<file path="config.mk">
export PLATFORM = sky130hd
export DESIGN_NAME = command_register_serial_access
export DESIGN_NICKNAME = d
export VERILOG_FILES = /design/src/rtl/cmd_reg_pkg.sv /design/src/rtl/command_register_serial_access.sv /design/src/rtl/sample_extend.sv
export SDC_FILE = /design/constraint.sdc
export NUM_CORES = 1
export LEC_CHECK = 0
export ABC_AREA = 1
export BUFFER_PORTS_ARGS = -buffer_cell sky130_fd_sc_hd__buf_2
export CAP_MARGIN = 25
export CORE_UTILIZATION = 37
export DETAILED_ROUTE_END_ITERATION = 6
export PLACE_DENSITY = 0.76
export SYNTH_ARGS = -nofsm -noshare
export SYNTH_HDL_FRONTEND = slang
export SYNTH_SLANG_ARGS = --single-unit
</file>
<file path="constraint.sdc">
create_clock -name clk -period 0.9 [get_ports clk]
set_clock_uncertainty 0.05 [all_clocks]
set_input_delay 0.09 -clock clk [delete_from_list [all_inputs] [get_ports clk]]
set_output_delay 0.09 -clock clk [all_outputs]
set_load 0.005 [all_outputs]
</file>
<file path="src/rtl/cmd_reg_pkg.sv">
package cmd_reg_pkg;
  localparam int unsigned ADDR_W = 5;
  localparam logic [4:0] BOARD_COMMAND_ONE_OFF = 5'h00;
  localparam logic [15:0] BOARD_COMMAND_ONE_RST = 16'h0000;
  localparam int unsigned CAL_STORE_SELECT_BIT = 15;
  localparam int unsigned SERIAL_BIT_OUT_BIT = 14;
  localparam int unsigned SERIAL_CLOCK_BIT = 13;
  localparam int unsigned TRIM_CONVERTER_LOAD_BIT = 12;
  localparam int unsigned RESERVED_BIT = 11;
  localparam int unsigned DITHER_ENABLE_BIT = 10;
  localparam int unsigned CONVERSION_INHIBIT_BIT = 9;
  localparam int unsigned CAL_SWITCH_BIT = 8;
  localparam int unsigned ACQUISITION_ENABLE_BIT = 7;
  localparam int unsigned MULTI_CHANNEL_ENABLE_BIT = 6;
  localparam int unsigned INTERVAL_SCAN_SELECT_BIT = 5;
  localparam int unsigned SEQUENCE_CLOCK_DIVIDE_BIT = 4;
  localparam int unsigned CONVERSION_COUNT_WIDTH_BIT = 3;
  localparam int unsigned INPUT_REFERENCE_SELECT_BIT = 2;
  localparam int unsigned INPUT_TOPOLOGY_SELECT_BIT = 1;
  localparam int unsigned POLARITY_SELECT_BIT = 0;
  localparam int unsigned SAMPLE_W = 12;
  typedef enum logic [1:0] {
    SER_IDLE = 2'b00,
    SER_LOADING = 2'b01
  } load_state_t;
endpackage

</file>
<file path="src/rtl/command_register_serial_access.sv">
`timescale 1ns/100ps
`default_nettype none
module command_register_serial_access
  import cmd_reg_pkg::*;
#(
  parameter int unsigned RAW_W = SAMPLE_W
) (
  input wire logic clk,
  input wire logic rst,
  input wire logic io_write,
  input wire logic io_word,
  input wire logic [ADDR_W-1:0] io_addr,
  input wire logic [15:0] io_wdata,
  input wire logic strobe_write,
  input wire logic software_acq_start,
  input wire logic external_acq_trigger_n,
  input wire logic conversion_request,
  input wire logic [RAW_W-1:0] sample_raw,
  output logic cal_store_select,
  output logic cal_store_clock,
  output logic trim_converter_clock,
  output logic serial_bit_out,
  output logic trim_converter_load,
  output logic dither_enable,
  output logic conversion_inhibit,
  output logic cal_switch,
  output logic acquisition_enable,
  output logic multi_channel_enable,
  output logic interval_scan_select,
  output logic sequence_clock_divide,
  output logic conversion_count_chain,
  output logic input_reference_select,
  output logic input_topology_select,
  output logic polarity_select,
  output logic event_pulse,
  output logic acq_start_pulse,
  output logic conversion_go,
  output logic trim_load_pulse,
  output logic [15:0] sample_word
);
  logic [15:0] cmd_q;
  logic [15:0] cmd_d;
  logic ext_s1_q;
  logic ext_s2_q;
  logic ext_s3_q;
  logic strobe_q;
  logic acq_q;
  logic conv_q;
  logic load_q;
  load_state_t lstate_q;
  load_state_t lstate_d;

  // Byte writes and other offsets leave the command word alone
  wire cmd_hit = io_write & io_word & (io_addr == BOARD_COMMAND_ONE_OFF);
  assign cmd_d = cmd_hit ? io_wdata : cmd_q;

  always_ff @(posedge clk or posedge rst) begin
    if (rst) begin
      cmd_q <= BOARD_COMMAND_ONE_RST;
    end else begin
      cmd_q <= cmd_d;
    end
  end

  // Pins are register bits, the store clock gated by select, so ordering of edges is host paced
  assign cal_store_select = cmd_q[CAL_STORE_SELECT_BIT];
  assign serial_bit_out = cmd_q[SERIAL_BIT_OUT_BIT];
  assign trim_converter_clock = cmd_q[SERIAL_CLOCK_BIT];
  // Store clock gated by select so a deselected store sees no edges
  assign cal_store_clock = cmd_q[SERIAL_CLOCK_BIT] & cmd_q[CAL_STORE_SELECT_BIT];
  assign trim_converter_load = cmd_q[TRIM_CONVERTER_LOAD_BIT];
  // No read path; reserved bit 11 is kept but drives nothing
  assign dither_enable = cmd_q[DITHER_ENABLE_BIT];
  assign conversion_inhibit = cmd_q[CONVERSION_INHIBIT_BIT];
  assign cal_switch = cmd_q[CAL_SWITCH_BIT];
  assign acquisition_enable = cmd_q[ACQUISITION_ENABLE_BIT];
  assign multi_channel_enable = cmd_q[MULTI_CHANNEL_ENABLE_BIT];
  assign interval_scan_select = cmd_q[INTERVAL_SCAN_SELECT_BIT];
  assign sequence_clock_divide = cmd_q[SEQUENCE_CLOCK_DIVIDE_BIT];
  // Zero selects 16-bit count, the asterisked name
  assign conversion_count_chain = cmd_q[CONVERSION_COUNT_WIDTH_BIT];
  assign input_reference_select = cmd_q[INPUT_REFERENCE_SELECT_BIT];
  assign input_topology_select = cmd_q[INPUT_TOPOLOGY_SELECT_BIT];
  assign polarity_select = cmd_q[POLARITY_SELECT_BIT];

  always_ff @(posedge clk or posedge rst) begin
    if (rst) begin
      ext_s1_q <= 1'b0;
      ext_s2_q <= 1'b0;
      ext_s3_q <= 1'b0;
    end else begin
      ext_s1_q <= ~external_acq_trigger_n;
      ext_s2_q <= ext_s1_q;
      ext_s3_q <= ext_s2_q;
    end
  end

  wire ext_rise = ext_s2_q & ~ext_s3_q;
  wire acq_req = software_acq_start | ext_rise;
  wire acq_d = acq_req & cmd_q[ACQUISITION_ENABLE_BIT];
  wire conv_d = conversion_request & ~cmd_q[CONVERSION_INHIBIT_BIT];

  // Load pulse fires once per rising edge of the load bit
  always_comb begin
    lstate_d = lstate_q;
    case (lstate_q)
      SER_IDLE: if (cmd_q[TRIM_CONVERTER_LOAD_BIT]) lstate_d = SER_LOADING;
      SER_LOADING: if (!cmd_q[TRIM_CONVERTER_LOAD_BIT]) lstate_d = SER_IDLE;
      default: lstate_d = SER_IDLE;
    endcase
  end
  wire load_d = (lstate_q == SER_IDLE) & cmd_q[TRIM_CONVERTER_LOAD_BIT];

  always_ff @(posedge clk or posedge rst) begin
    if (rst) begin
      strobe_q <= 1'b0;
      acq_q <= 1'b0;
      conv_q <= 1'b0;
      load_q <= 1'b0;
      lstate_q <= SER_IDLE;
    end else begin
      strobe_q <= strobe_write;
      acq_q <= acq_d;
      conv_q <= conv_d;
      load_q <= load_d;
      lstate_q <= lstate_d;
    end
  end

  assign event_pulse = strobe_q;
  assign acq_start_pulse = acq_q;
  assign conversion_go = conv_q;
  assign trim_load_pulse = load_q;

  sample_extend #(
    .IN_W(RAW_W)
  ) u_ext (
    .clk(clk),
    .rst(rst),
    .bipolar(cmd_q[POLARITY_SELECT_BIT]),
    .raw(sample_raw),
    .word(sample_word)
  );

  property p_word_write;
    @(posedge clk) disable iff (rst)
    cmd_hit |=> cmd_q == $past(io_wdata);
  endproperty
  a_word_write: assert property (p_word_write)
    else $error("command word not stored");
  property p_byte_ignored;
    @(posedge clk) disable iff (rst)
    (io_write & ~io_word) |=> $stable(cmd_q);
  endproperty
  a_byte_ignored: assert property (p_byte_ignored)
    else $error("byte write altered command word");
  property p_select;
    @(posedge clk) disable iff (rst)
    cmd_hit |=> cal_store_select == $past(io_wdata[CAL_STORE_SELECT_BIT]);
  endproperty
  a_select: assert property (p_select)
    else $error("store select not following write");
  property p_serial_data;
    @(posedge clk) disable iff (rst)
    cmd_hit |=> serial_bit_out == $past(io_wdata[SERIAL_BIT_OUT_BIT]);
  endproperty
  a_serial_data: assert property (p_serial_data)
    else $error("serial data not following write");
  property p_store_quiet;
    @(posedge clk) disable iff (rst)
    !cal_store_select |-> !cal_store_clock;
  endproperty
  a_store_quiet: assert property (p_store_quiet)
    else $error("store clocked while deselected");
  property p_conv_gate;
    @(posedge clk) disable iff (rst)
    cmd_q[CONVERSION_INHIBIT_BIT] |=> !conversion_go;
  endproperty
  a_conv_gate: assert property (p_conv_gate)
    else $error("conversion while inhibited");
  property p_acq_gate;
    @(posedge clk) disable iff (rst)
    !cmd_q[ACQUISITION_ENABLE_BIT] |=> !acq_start_pulse;
  endproperty
  a_acq_gate: assert property (p_acq_gate)
    else $error("acquisition start while disabled");
  property p_ext_start;
    @(posedge clk) disable iff (rst)
    ext_rise & cmd_q[ACQUISITION_ENABLE_BIT] |=> acq_start_pulse;
  endproperty
  a_ext_start: assert property (p_ext_start)
    else $error("enabled external trigger lost");
  property p_strobe;
    @(posedge clk) disable iff (rst)
    strobe_write |=> event_pulse;
  endproperty
  a_strobe: assert property (p_strobe)
    else $error("strobe lost");
  property p_load_once;
    @(posedge clk) disable iff (rst)
    trim_load_pulse |=> !trim_load_pulse;
  endproperty
  a_load_once: assert property (p_load_once)
    else $error("load pulse too long");
  property p_load_rise;
    @(posedge clk) disable iff (rst)
    $rose(cmd_q[TRIM_CONVERTER_LOAD_BIT]) |=> trim_load_pulse;
  endproperty
  a_load_rise: assert property (p_load_rise)
    else $error("load pulse missing after load bit rise");
  property p_dither;
    @(posedge clk) disable iff (rst)
    cmd_hit |=> dither_enable == $past(io_wdata[DITHER_ENABLE_BIT]);
  endproperty
  a_dither: assert property (p_dither)
    else $error("dither not following write");
endmodule
`default_nettype wire

</file>
<file path="src/rtl/sample_extend.sv">
`timescale 1ns/100ps
`default_nettype none
module sample_extend
  import cmd_reg_pkg::*;
#(
  parameter int unsigned IN_W = SAMPLE_W
) (
  input wire logic clk,
  input wire logic rst,
  input wire logic bipolar,
  input wire logic [IN_W-1:0] raw,
  output logic [15:0] word
);
  // A full 16-bit code would leave no room for the sign fill
  if (IN_W < 2 || IN_W > 15) begin : g_bad_in_w
    $error("sample_extend: IN_W out of range");
  end

  wire [15:0] ext_w;
  // Bipolar fills upper bits with sign, unipolar with zero
  assign ext_w = {{(16-IN_W){bipolar & raw[IN_W-1]}}, raw};

  always_ff @(posedge clk or posedge rst) begin
    if (rst) begin
      word <= 16'h0000;
    end else begin
      word <= ext_w;
    end
  end

  property p_sign_ext;
    @(posedge clk) disable iff (rst)
    1'b1 |=> word[15] == ($past(bipolar) & $past(raw[IN_W-1]));
  endproperty
  a_sign_ext: assert property (p_sign_ext)
    else $error("sample sign extension wrong");
endmodule
`default_nettype wire

</file>
==> key figures, run 1 <==
Clock network
  • CTS tree: done
  • Worst-skew pair later-pin latency: 0.34 ns
  • Clock sinks: 36
  • Depth of the CTS H-tree: 2
  • CTS buffer count: 5
  • Clock buffer depth: 2
  • CTS root buf: clkbuf_4
  • Clk pin slew, worst setup/hold paths: 0.11 ns

Routing
  • Final wirelength: 3290 um
  • Antenna viol nets, final: 0
  • Drt first pass iters: 4
  • WL met3: 285 um
  • Routed length on met2: 1640 um
  • WL/cell: 11.5 um
  • DR top layer: met4
  • Iteration-0 DRC count of the detailed router: 24
  • Via/cell ratio: 4.30
  • Via count: 1226
  • DRC Markers: 0
  • Wl on met1: 1320 um

Setup path
  • WP data arrival: 1.00 ns
  • Worst r2r path cells: 2
  • R2r setup slk: -0.07 ns
  • Critical R2R Launch: cmd_q[12]
  • Critical path class: reg2out
  • Critical-path maximum fanout: 3
  • Worst Setup SP: cmd_q[15]
  • RR Endpoint: lstate_q[0]
  • Worst EP required: 0.76 ns
  • Type of origin of the critical path: register
  • Worst setup EP type: output pin

Pwr
  • Comb power frac: 0.207
  • Clock share of power: 0.299
  • Max VDD drop: 1050 uV
  • Pleak: 1.28 nW
  • P_sw: 0.000922 W
  • PwrDens: 1690 nW/um2
  • Pint: 0.00284 W
  • Net Sw Frac: 0.245
  • Flop pwr share: 0.494

Cells and area
  • Post-Route Utilization: 0.713
  • Synth-to-Final Area Change: 77.8%
  • Final cell count without fillers: 285
  • Post-route cell area: 2230 um2
  • Share of layout cells above drive strength 1: 0.452
  • # diodes: 0
  • Most common cell after layout, fill and taps aside: buf_2
  • Most frequent cells in the layout: buf_2 (74), dfrtp_1 (36), nand2_1 (34)
  • Final nets: 282
  • Fillers: 234

Timing
  • Fin. Hold Viols: 0
  • Period utilization: 1.26
  • Slew headroom: 0.799
  • Hold_ws: 0.145 ns
  • Pins Over Slew Limit: 0
  • Peak Freq: 880 MHz
  • Final setup fails: 40
  • Worst-Margin Slew: 0.300 ns
  • Final WS setup: -0.236 ns
  • Final min period: 1.14 ns
  • RSZ-0062 raised after global routing: yes

Placement
  • Final GP Congestion: 0.721
  • PortBufs: 75
  • Area after DPL: 1720 um2
  • Pre-CTS setup slack: -0.104 ns
  • DP Wirelength: 1960 um
  • Inst Count DP: 232

Global route
  • Total gr overflow: 0
  • All-layer global routing usage: 0.193
  • Vias in the first global route: 1217
  • Initial antenna violation count: 0
  • Largest net degree at the start of global routing: 25
  • First-pass GRT wire length: 4890 um

Hold path
  • Hold Crit Depth: 5
  • Worst min-delay path startpoint: io_addr[2]
  • Hold EP: cmd_q[7]
  • Hold WC Path Type: in2reg

Synth
  • Distinct cells, synth: 14
  • Syn_nets: 153
  • Number of synthesis warnings: 0
  • Avg Synthesized Cell Area: 11.3 um2
  • Post-Syn Area: 1250 um2
  • Cell count after synthesis: 111
  • Number of synthesized register bits: 36
  • Seq/Total Area, Yosys: 0.718

Die
  • Die width: 60.2 um
  • Chip Height: 60.2 um
  • Core area: 3130 um2
  • Row Count: 20
  • Area of the die: 3630 um2
  • I/O pin cnt: 77
  • Initial Util: 0.401

Run status
  • Status: complete, but fails checks
  • Failing checks: negative setup slack

Job
  • Max Cap Viol: 0
-- layout make-up --
cell class	instances	area, um2	area share
Sequential cell	36	901	0.404
Tap cell	44	55.1	0.0247
Clock inverter	3	42.5	0.0191
Clock buffer	5	37.5	0.0168
Inverter	11	45.0	0.0202
Timing Repair Buffer	128	876	0.393
Multi-Input combinational cell	58	274	0.123
-- synthesized netlist by cell type --
cell type	count	share of area
nor2_1	2	0.0060
xnor2_1	1	0.0070
nor2_2	1	0.0050
buf_6	1	0.0090
nand2_2	1	0.0050
o21a_1	1	0.0060
nand3_1	15	0.060
buf_2	1	0.0040
dfrtp_1	36	0.72
buf_4	4	0.024
nand2_1	35	0.10
nor2_4	1	0.0090
ha_1	1	0.010
inv_1	11	0.033
-- worst max-delay path by stage --
| stage | endpoint | slack, ns |
|---|---|---|
| global placement | cmd_q[0] | -0.06 |
| finish | cal_store_clock | -0.24 |
| CTS | trim_converter_load | -0.23 |
| detailed placement | cmd_q[14] | -0.10 |
| global route | cal_store_clock | -0.29 |
| floorplan | lstate_q[0] | -0.06 |
-- state kept, by name, indices dropped and copies added, names as in the netlist --
signal           cells
cmd_q               15
u_ext.word          13
acq_start_pulse      1
conversion_go        1
event_pulse          1
ext_s1_q             1
ext_s2_q             1
ext_s3_q             1
lstate_q             1
trim_load_pulse      1
-- power by group through the flow --
stage | logic, W | clock network, W | registers, W
2_1_floorplan | 0.000208 | 0 | 0.00191
5_1_grt | 0.000868 | 0.00121 | 0.00188
3_5_place_dp | 0.000540 | 0 | 0.00190
4_1_cts | 0.000741 | 0.00115 | 0.00186
6_report | 0.000781 | 0.00112 | 0.00186
3_3_place_gp | 0.000524 | 0 | 0.00189
-- critical path, cell delays in order (launching register included) --
cell and delay (ns):
dfrtp_1 0.43, nand2_1 0.08, inv_1 0.04, buf_2 0.11
-- cell families after synthesis --
kind of cell    after synthesis  share of synthesized area
simple gates                 55                      0.189
flops                        36                      0.718
buf+inv                      17                     0.0698
compound gates                1                    0.00598
xor+xnor                      1                    0.00698
fa+ha+maj                     1                    0.00997
-- routing by layer --
metal,vias up,GRT usage
met3,7,0.0736
met5,-,0
met1,557,0.195
li1,596,-
met2,66,0.353
met4,0,0.0764
-- per-stage QoR --
stage	setup TNS [ns]	total power, W
finish	-3.58	0.00377
global route	-5.42	0.00396
CTS	-3.98	0.00374
detailed placement	-1.45	0.00243
global placement	-0.884	0.00242
floorplan	-0.0553	0.00212
-- repair_timing --
item / 4_1_cts / 5_1_grt
endpoints found under the hold margin: 68 / 0
setup endpoints to repair: 37 / 37
buffers inserted: 9 / 4
gates resized for setup: 2 / 1
hold buffers: 32 / 0
Power figures use the tool's default switching activity.
==> run 2, diff against run 1 <==
--- a/config.mk
+++ b/config.mk
@@ -8,9 +8,9 @@
 export ABC_AREA = 1
 export BUFFER_PORTS_ARGS = -buffer_cell sky130_fd_sc_hd__buf_2
 export CAP_MARGIN = 25
-export CORE_UTILIZATION = 37
+export CORE_UTILIZATION = 25
 export DETAILED_ROUTE_END_ITERATION = 6
-export PLACE_DENSITY = 0.76
+export PLACE_DENSITY = 0.56
 export SYNTH_ARGS = -nofsm -noshare
 export SYNTH_HDL_FRONTEND = slang
 export SYNTH_SLANG_ARGS = --single-unit
==> run 2 against run 1 <==
Die area is 46% higher. The flow still finishes with violations (negative setup slack). Worst setup slack improved by 0.088 ns. Largest power group unchanged. Combinational power is 8.7% lower. Critical path type unchanged. Via count down 6.7%. Highest routed layer unchanged. Cell count is 4.9% higher. Clock power up 21%. Power rose by 4.1%.
==> key figures, run 2 (synthesis results as in run 1) <==
Run status
  • Status: complete, but fails checks
  • Failing checks: negative setup slack

Routing
  • Drt first pass iters: 3
  • Via/cell ratio: 3.83
  • WL/cell: 9.80 um
  • Final wirelength: 2930 um
  • Via count: 1144
  • Antenna viol nets, final: 0
  • DRC Markers: 0
  • Iteration-0 DRC count of the detailed router: 22

Clock network
  • CTS buffer count: 5
  • CTS tree: done
  • Clk pin slew, worst setup/hold paths: 0.07 ns
  • Clock buffer depth: 2
  • Clock sinks: 36
  • CTS root buf: clkbuf_8
  • Depth of the CTS H-tree: 2
  • Worst-skew pair later-pin latency: 0.28 ns

Setup path
  • Worst Setup SP: cmd_q[12]
  • Worst r2r path cells: 2
  • Worst setup EP type: output pin
  • Type of origin of the critical path: register
  • R2r setup slk: -0.08 ns
  • Critical R2R Launch: cmd_q[12]
  • RR Endpoint: lstate_q[0]
  • Critical-path maximum fanout: 2
  • Worst EP required: 0.76 ns
  • Critical Path Sink: trim_converter_load
  • WP data arrival: 0.91 ns
  • Critical path class: reg2out

Die
  • Core area: 4790 um2
  • Area of the die: 5310 um2
  • Row Count: 25
  • Initial Util: 0.262
  • Chip Height: 72.9 um
  • I/O pin cnt: 77
  • Die width: 72.9 um

Timing
  • Fin. Hold Viols: 0
  • Final WS setup: -0.148 ns
  • Peak Freq: 955 MHz
  • Pins Over Slew Limit: 0
  • Worst-Margin Slew: 0.283 ns
  • Final min period: 1.05 ns
  • RSZ-0062 raised after global routing: yes
  • Period utilization: 1.16
  • Final setup fails: 23
  • Slew headroom: 0.811

Pwr
  • P_sw: 0.000879 W
  • Max VDD drop: 783 uV
  • Comb power frac: 0.182
  • PwrDens: 1770 nW/um2
  • Net Sw Frac: 0.224
  • Clock share of power: 0.344
  • Pint: 0.00304 W
  • Flop pwr share: 0.474
  • Pleak: 1.25 nW

Placement
  • Final GP Congestion: 0.645
  • DP Wirelength: 1950 um
  • PortBufs: 75
  • Area after DPL: 1740 um2
  • Pre-CTS setup slack: -0.104 ns

Cells and area
  • Most frequent cells in the layout: buf_2 (74), dfrtp_1 (36), nand2_1 (35)
  • Post-route cell area: 2210 um2
  • Final nets: 273
  • Share of layout cells above drive strength 1: 0.435
  • Synth-to-Final Area Change: 76.1%
  • Multi-input logic area: 272 um2
  • Most common cell after layout, fill and taps aside: buf_2
  • Sequential standard cell area: 901 um2
  • Fillers: 467
  • Largest Register: cmd_q
  • Regs by FF count: cmd_q (15), u_ext.word (13)
  • Largest register FFs: 15
  • # diodes: 0

Global route
  • First-pass GRT wire length: 4840 um
  • Total gr overflow: 0
  • Vias in the first global route: 1130
  • All-layer global routing usage: 0.125
  • Initial antenna violation count: 0
  • Largest net degree at the start of global routing: 22

Hold path
  • Hold WC Path Type: in2reg

Job
  • Max Cap Viol: 0
==> run 2: cell types whose count changed in the layout (fill, tap and decap cells not counted), sizes merged <==
| cell | delta |
|---|---|
| buf | -6 |
| dlygate4sd3 | -3 |
| clkbuf | +1 |
| clkinvlp | -1 |
==> run 2: per-layer routing <==
| metal | GRT usage | wire, um | vias to the layer above |
|---|---|---|---|
| li1 | - | - | 575 |
| met1 | 0.137 | 1220 | 510 |
| met2 | 0.219 | 1480 | 54 |
| met3 | 0.0414 | 187 | 5 |
| met4 | 0.0523 | 46 | 0 |
| met5 | 0 | 0 | - |
==> run 2: how the worst min path moves through the flow <==
stage	startpoint	cells past startpoint	endpoint	slack [ns]
CTS	io_wdata[3]	3	cmd_q[3]	0.002
global route	io_wdata[7]	3	cmd_q[7]	0.01
global placement	rst	3	u_ext.word[11]	0.09
floorplan	rst	1	acq_start_pulse	-0.007
detailed placement	rst	3	u_ext.word[11]	0.09
finish	io_wdata[7]	3	cmd_q[7]	0.009
==> run 2: critical path: stages, from the launching register on <==
cell	delay (ns)
dfrtp_1	0.40
buf_6	0.13
buf_6	0.10
==> run 2: power groups by stage <==
stage | clock network (W) | registers [W] | logic (W)
finish | 0.00135 | 0.00186 | 0.000713
global route | 0.00148 | 0.00188 | 0.000805
CTS | 0.00141 | 0.00186 | 0.000707
detailed placement | 0 | 0.00190 | 0.000540
global placement | 0 | 0.00190 | 0.000528
floorplan | 0 | 0.00191 | 0.000208
==> run 2: final cells by class <==
cell class,instances,share of cell area
clock buffers,6,0.0328
clock inverters,2,0.0159
inverters,11,0.0204
well taps,67,0.0379
repair buffers,119,0.362
flip-flops and latches,36,0.408
multi-input cells,58,0.123
==> run 2: stage by stage <==
step / total power, W / std cells / util / hold slack [ns] / TNS (ns)
after floorplan: 0.00212 / 111 / - / -0.00660 / -0.0553
after global placement: 0.00242 / 254 / 0.364 / 0.0854 / -1.13
after detailed placement: 0.00244 / 254 / 0.364 / 0.0884 / -1.37
after CTS: 0.00398 / 297 / 0.459 / 0.00194 / -1.42
after global routing: 0.00417 / 299 / 0.462 / 0.00951 / -2.44
final: 0.00392 / 299 / 0.462 / 0.00918 / -0.924
==> run 2: repair_timing <==
item / CTS / global route
endpoints found under the setup margin: 36 / 37
endpoints found under the hold margin: 65 / 0
resized for setup: 2 / 0
setup buffers: 6 / 2
pin swaps: 1 / 1
hold buffers: 29 / 0
==> run 3, diff against run 2 <==
--- a/config.mk
+++ b/config.mk
@@ -5,12 +5,11 @@
 export SDC_FILE = /design/constraint.sdc
 export NUM_CORES = 1
 export LEC_CHECK = 0
-export ABC_AREA = 1
 export BUFFER_PORTS_ARGS = -buffer_cell sky130_fd_sc_hd__buf_2
 export CAP_MARGIN = 25
 export CORE_UTILIZATION = 25
 export DETAILED_ROUTE_END_ITERATION = 6
-export PLACE_DENSITY = 0.56
+export PLACE_DENSITY = 0.57
 export SYNTH_ARGS = -nofsm -noshare
 export SYNTH_HDL_FRONTEND = slang
 export SYNTH_SLANG_ARGS = --single-unit
==> run 3 against run 2 <==
The run ends with design-rule violations, negative setup slack left. Core utilization rose by 0.61 points. Critical path depth grew 3. Critical path type is now in2reg. Power down 7.3%. Worst setup slack worse by 0.29 ns. Synthesized cell count is 39% lower. First-iteration DRC count increased by 14%. Area after synthesis fell by 4.1%.
==> key figures, run 3 <==
Run status
  • Status: complete, but fails checks
  • Failing checks: design-rule violations, negative setup slack

Job
  • Max Cap Viol: 0

Hold path
  • Hold WC Path Type: in2async

Routing
  • Iteration-0 DRC count of the detailed router: 25
  • Antenna viol nets, final: 0
  • Via/cell ratio: 4.00
  • Drt first pass iters: 6
  • WL/cell: 11.8 um
  • Via count: 941
  • Final wirelength: 2780 um
  • DRC Markers: 7

Setup path
  • Worst path depth: 5
  • WP data arrival: 1.45 ns
  • Critical-path maximum fanout: 15
  • Worst r2r path cells: 2
  • Slowest Stage Delay on Critical Path: 0.53 ns
  • Type of origin of the critical path: input pin
  • Worst setup EP type: register
  • Family with the most delay on the worst path: simple AND/OR/NAND/NOR gates
  • Worst EP required: 1.02 ns
  • Critical path class: in2reg
  • Worst path cell trace: buf_6 -> or4_4 -> nor3_4 -> buf_12 -> mux2_2
  • Slowest-stage cell, CP: or4_4
  • CP Buf/Inv Count: 2

Pwr
  • Comb power frac: 0.198
  • P_sw: 0.000848 W
  • Net Sw Frac: 0.233
  • PwrDens: 1720 nW/um2
  • Flop pwr share: 0.513
  • Max VDD drop: 594 uV
  • Clock share of power: 0.289
  • Pint: 0.00279 W
  • Pleak: 1.10 nW

Synth
  • Top-count cell post-synth: dfrtp_1
  • Distinct cells, synth: 13
  • Number of synthesis warnings: 0
  • Seq/Total Area, Yosys: 0.748
  • Synth top cells by count: dfrtp_1 (36), mux2_2 (15), buf_4 (3), inv_1 (3)
  • Syn_nets: 110
  • Avg Synthesized Cell Area: 17.7 um2
  • Post-synth top area share: 0.748
  • Cell count after synthesis: 68
  • Post-synth ARST share: 1.00
  • Synth area leader: dfrtp_1
  • Post-Syn Area: 1200 um2
  • Dominant cells by area after synthesis: dfrtp_1 (75%), mux2_2 (14%), buf_4 (1.9%)
  • Number of synthesized register bits: 36
  • Predominant post-synthesis flop cell: dfrtp_1
  • Post-synth EDFFs: 0

Global route
  • All-layer global routing usage: 0.114
  • First-pass GRT wire length: 4310 um
  • Largest net degree at the start of global routing: 27
  • Vias in the first global route: 959
  • Initial antenna violation count: 0
  • Total gr overflow: 0

Timing
  • RSZ-0062 raised after global routing: yes
  • Fin. Hold Viols: 0
  • Final setup fails: 41
  • Peak Freq: 749 MHz
  • Worst-Margin Slew: 0.270 ns
  • Pins Over Slew Limit: 0
  • Period utilization: 1.48
  • Final WS setup: -0.435 ns
  • Setup TNS: -7.40 ns
  • Final min period: 1.33 ns
  • Slew headroom: 0.820

Clock network
  • Worst-skew pair later-pin latency: 0.28 ns
  • CTS tree: done
  • Clk pin slew, worst setup/hold paths: 0.07 ns
  • Clock buffer depth: 2
  • Clock sinks: 36
  • Depth of the CTS H-tree: 2
  • CTS root buf: clkbuf_8
  • CTS buffer count: 5

Die
  • Area of the die: 5100 um2
  • I/O pin cnt: 77
  • Row Count: 24
  • Initial Util: 0.267
  • Chip Height: 71.4 um
  • Die width: 71.4 um
  • Core area: 4500 um2

Cells and area
  • Most common cell after layout, fill and taps aside: buf_2
  • Post-route cell area: 2110 um2
  • Synth-to-Final Area Change: 75.1%
  • Largest Register: cmd_q
  • Final nets: 225
  • Share of layout cells above drive strength 1: 0.579
  • Post-Route Utilization: 0.468
  • Largest register FFs: 15
  • Most frequent cells in the layout: buf_2 (73), dfrtp_1 (36), dlygate4sd3_1 (32)
  • # diodes: 0
  • Regs by FF count: cmd_q (15), u_ext.word (13)

Placement
  • DP Wirelength: 1820 um
  • Area after DPL: 1670 um2
  • PortBufs: 75
  • Final GP Congestion: 0.666
run 3: cell count changes after synthesis, sizes merged:
| cell | previous run | this run |
|---|---|---|
| buf | 6 | 4 |
| nor2b | 0 | 2 |
| or4 | 0 | 1 |
| inv | 11 | 3 |
| mux2 | 0 | 15 |
| nand2 | 36 | 1 |
| nor2 | 4 | 0 |
| nand3 | 15 | 0 |
| nor3 | 0 | 1 |
| and2 | 0 | 2 |
run 3: worst min-delay path, delay by kind of cell:
kind,cells,cell delay [ns]
buffers and inverters,3,0.88
run 3: power groups by stage:
stage               clock (W)  combinational (W)  sequential [W]
floorplan                   0           0.000204         0.00191
global placement            0           0.000517         0.00189
detailed placement          0           0.000536         0.00189
CTS                   0.00110           0.000695         0.00186
global route          0.00117           0.000788         0.00188
finish                0.00105           0.000720         0.00187
run 3: timing repair:
item / in CTS / in global routing
endpoints found under the hold margin: 68 / 0
pin swaps: 0 / 0
endpoints found under the setup margin: 50 / 52
hold buffers: 32 / 0
resized for setup: 3 / 4
cloned: 0 / 0
buffers inserted: 1 / 0
run 3: area by class of cell:
class                           instances  area, um2
Clock inverter                          1       5.00
Fill cell                             407       2400
Multi-Input combinational cell         25        274
Clock buffer                            6       72.6
Timing Repair Buffer                  112        774
Sequential cell                        36        901
Tap cell                               52       65.1
Inverter                                3       15.0
run 3: cells by family after synthesis:
family / synth area share
compound gates: 0.00624
xor+xnor: 0.00728
fa+ha+maj: 0.0104
buf+inv: 0.0405
flops: 0.748
mux: 0.140
simple gates: 0.0468
run 3: path summary, 6_finish.rpt:
| path | from | to | slack [ns] |
|---|---|---|---|
| setup / recovery | io_addr[0] | cmd_q[10] | -0.43 |
| hold / removal | rst | u_ext.word[2] | 0.27 |
| max in group asynchronous | rst | cmd_q[1] | 0.13 |
| min in group clk | io_addr[1] | cmd_q[7] | 0.27 |
| setup reg to reg | cmd_q[12] | cmd_q[12] | -0.06 |
| hold reg to reg | ext_s1_q | ext_s2_q | 0.30 |
run 3: per-layer routing:
| metal | vias to the layer above | wire [um] | global-route usage |
|---|---|---|---|
| met1 | 441 | 1080 | 0.116 |
| met4 | 0 | 41 | 0.0667 |
| met3 | 5 | 222 | 0.0394 |
| met5 | - | 0 | 0 |
| li1 | 448 | - | - |
| met2 | 47 | 1440 | 0.201 |
run 3: stage by stage:
step | power, W | hold slack, ns | std cells | worst slack (ns)
6_report | 0.00363 | 0.266 | 235 | -0.435
5_1_grt | 0.00384 | 0.274 | 235 | -0.447
4_1_cts | 0.00365 | 0.258 | 235 | -0.460
3_5_place_dp | 0.00242 | 0.0137 | 195 | -0.762
3_3_place_gp | 0.00240 | 0.00580 | 195 | -0.706
2_1_floorplan | 0.00211 | -0.00660 | 68 | -0.685
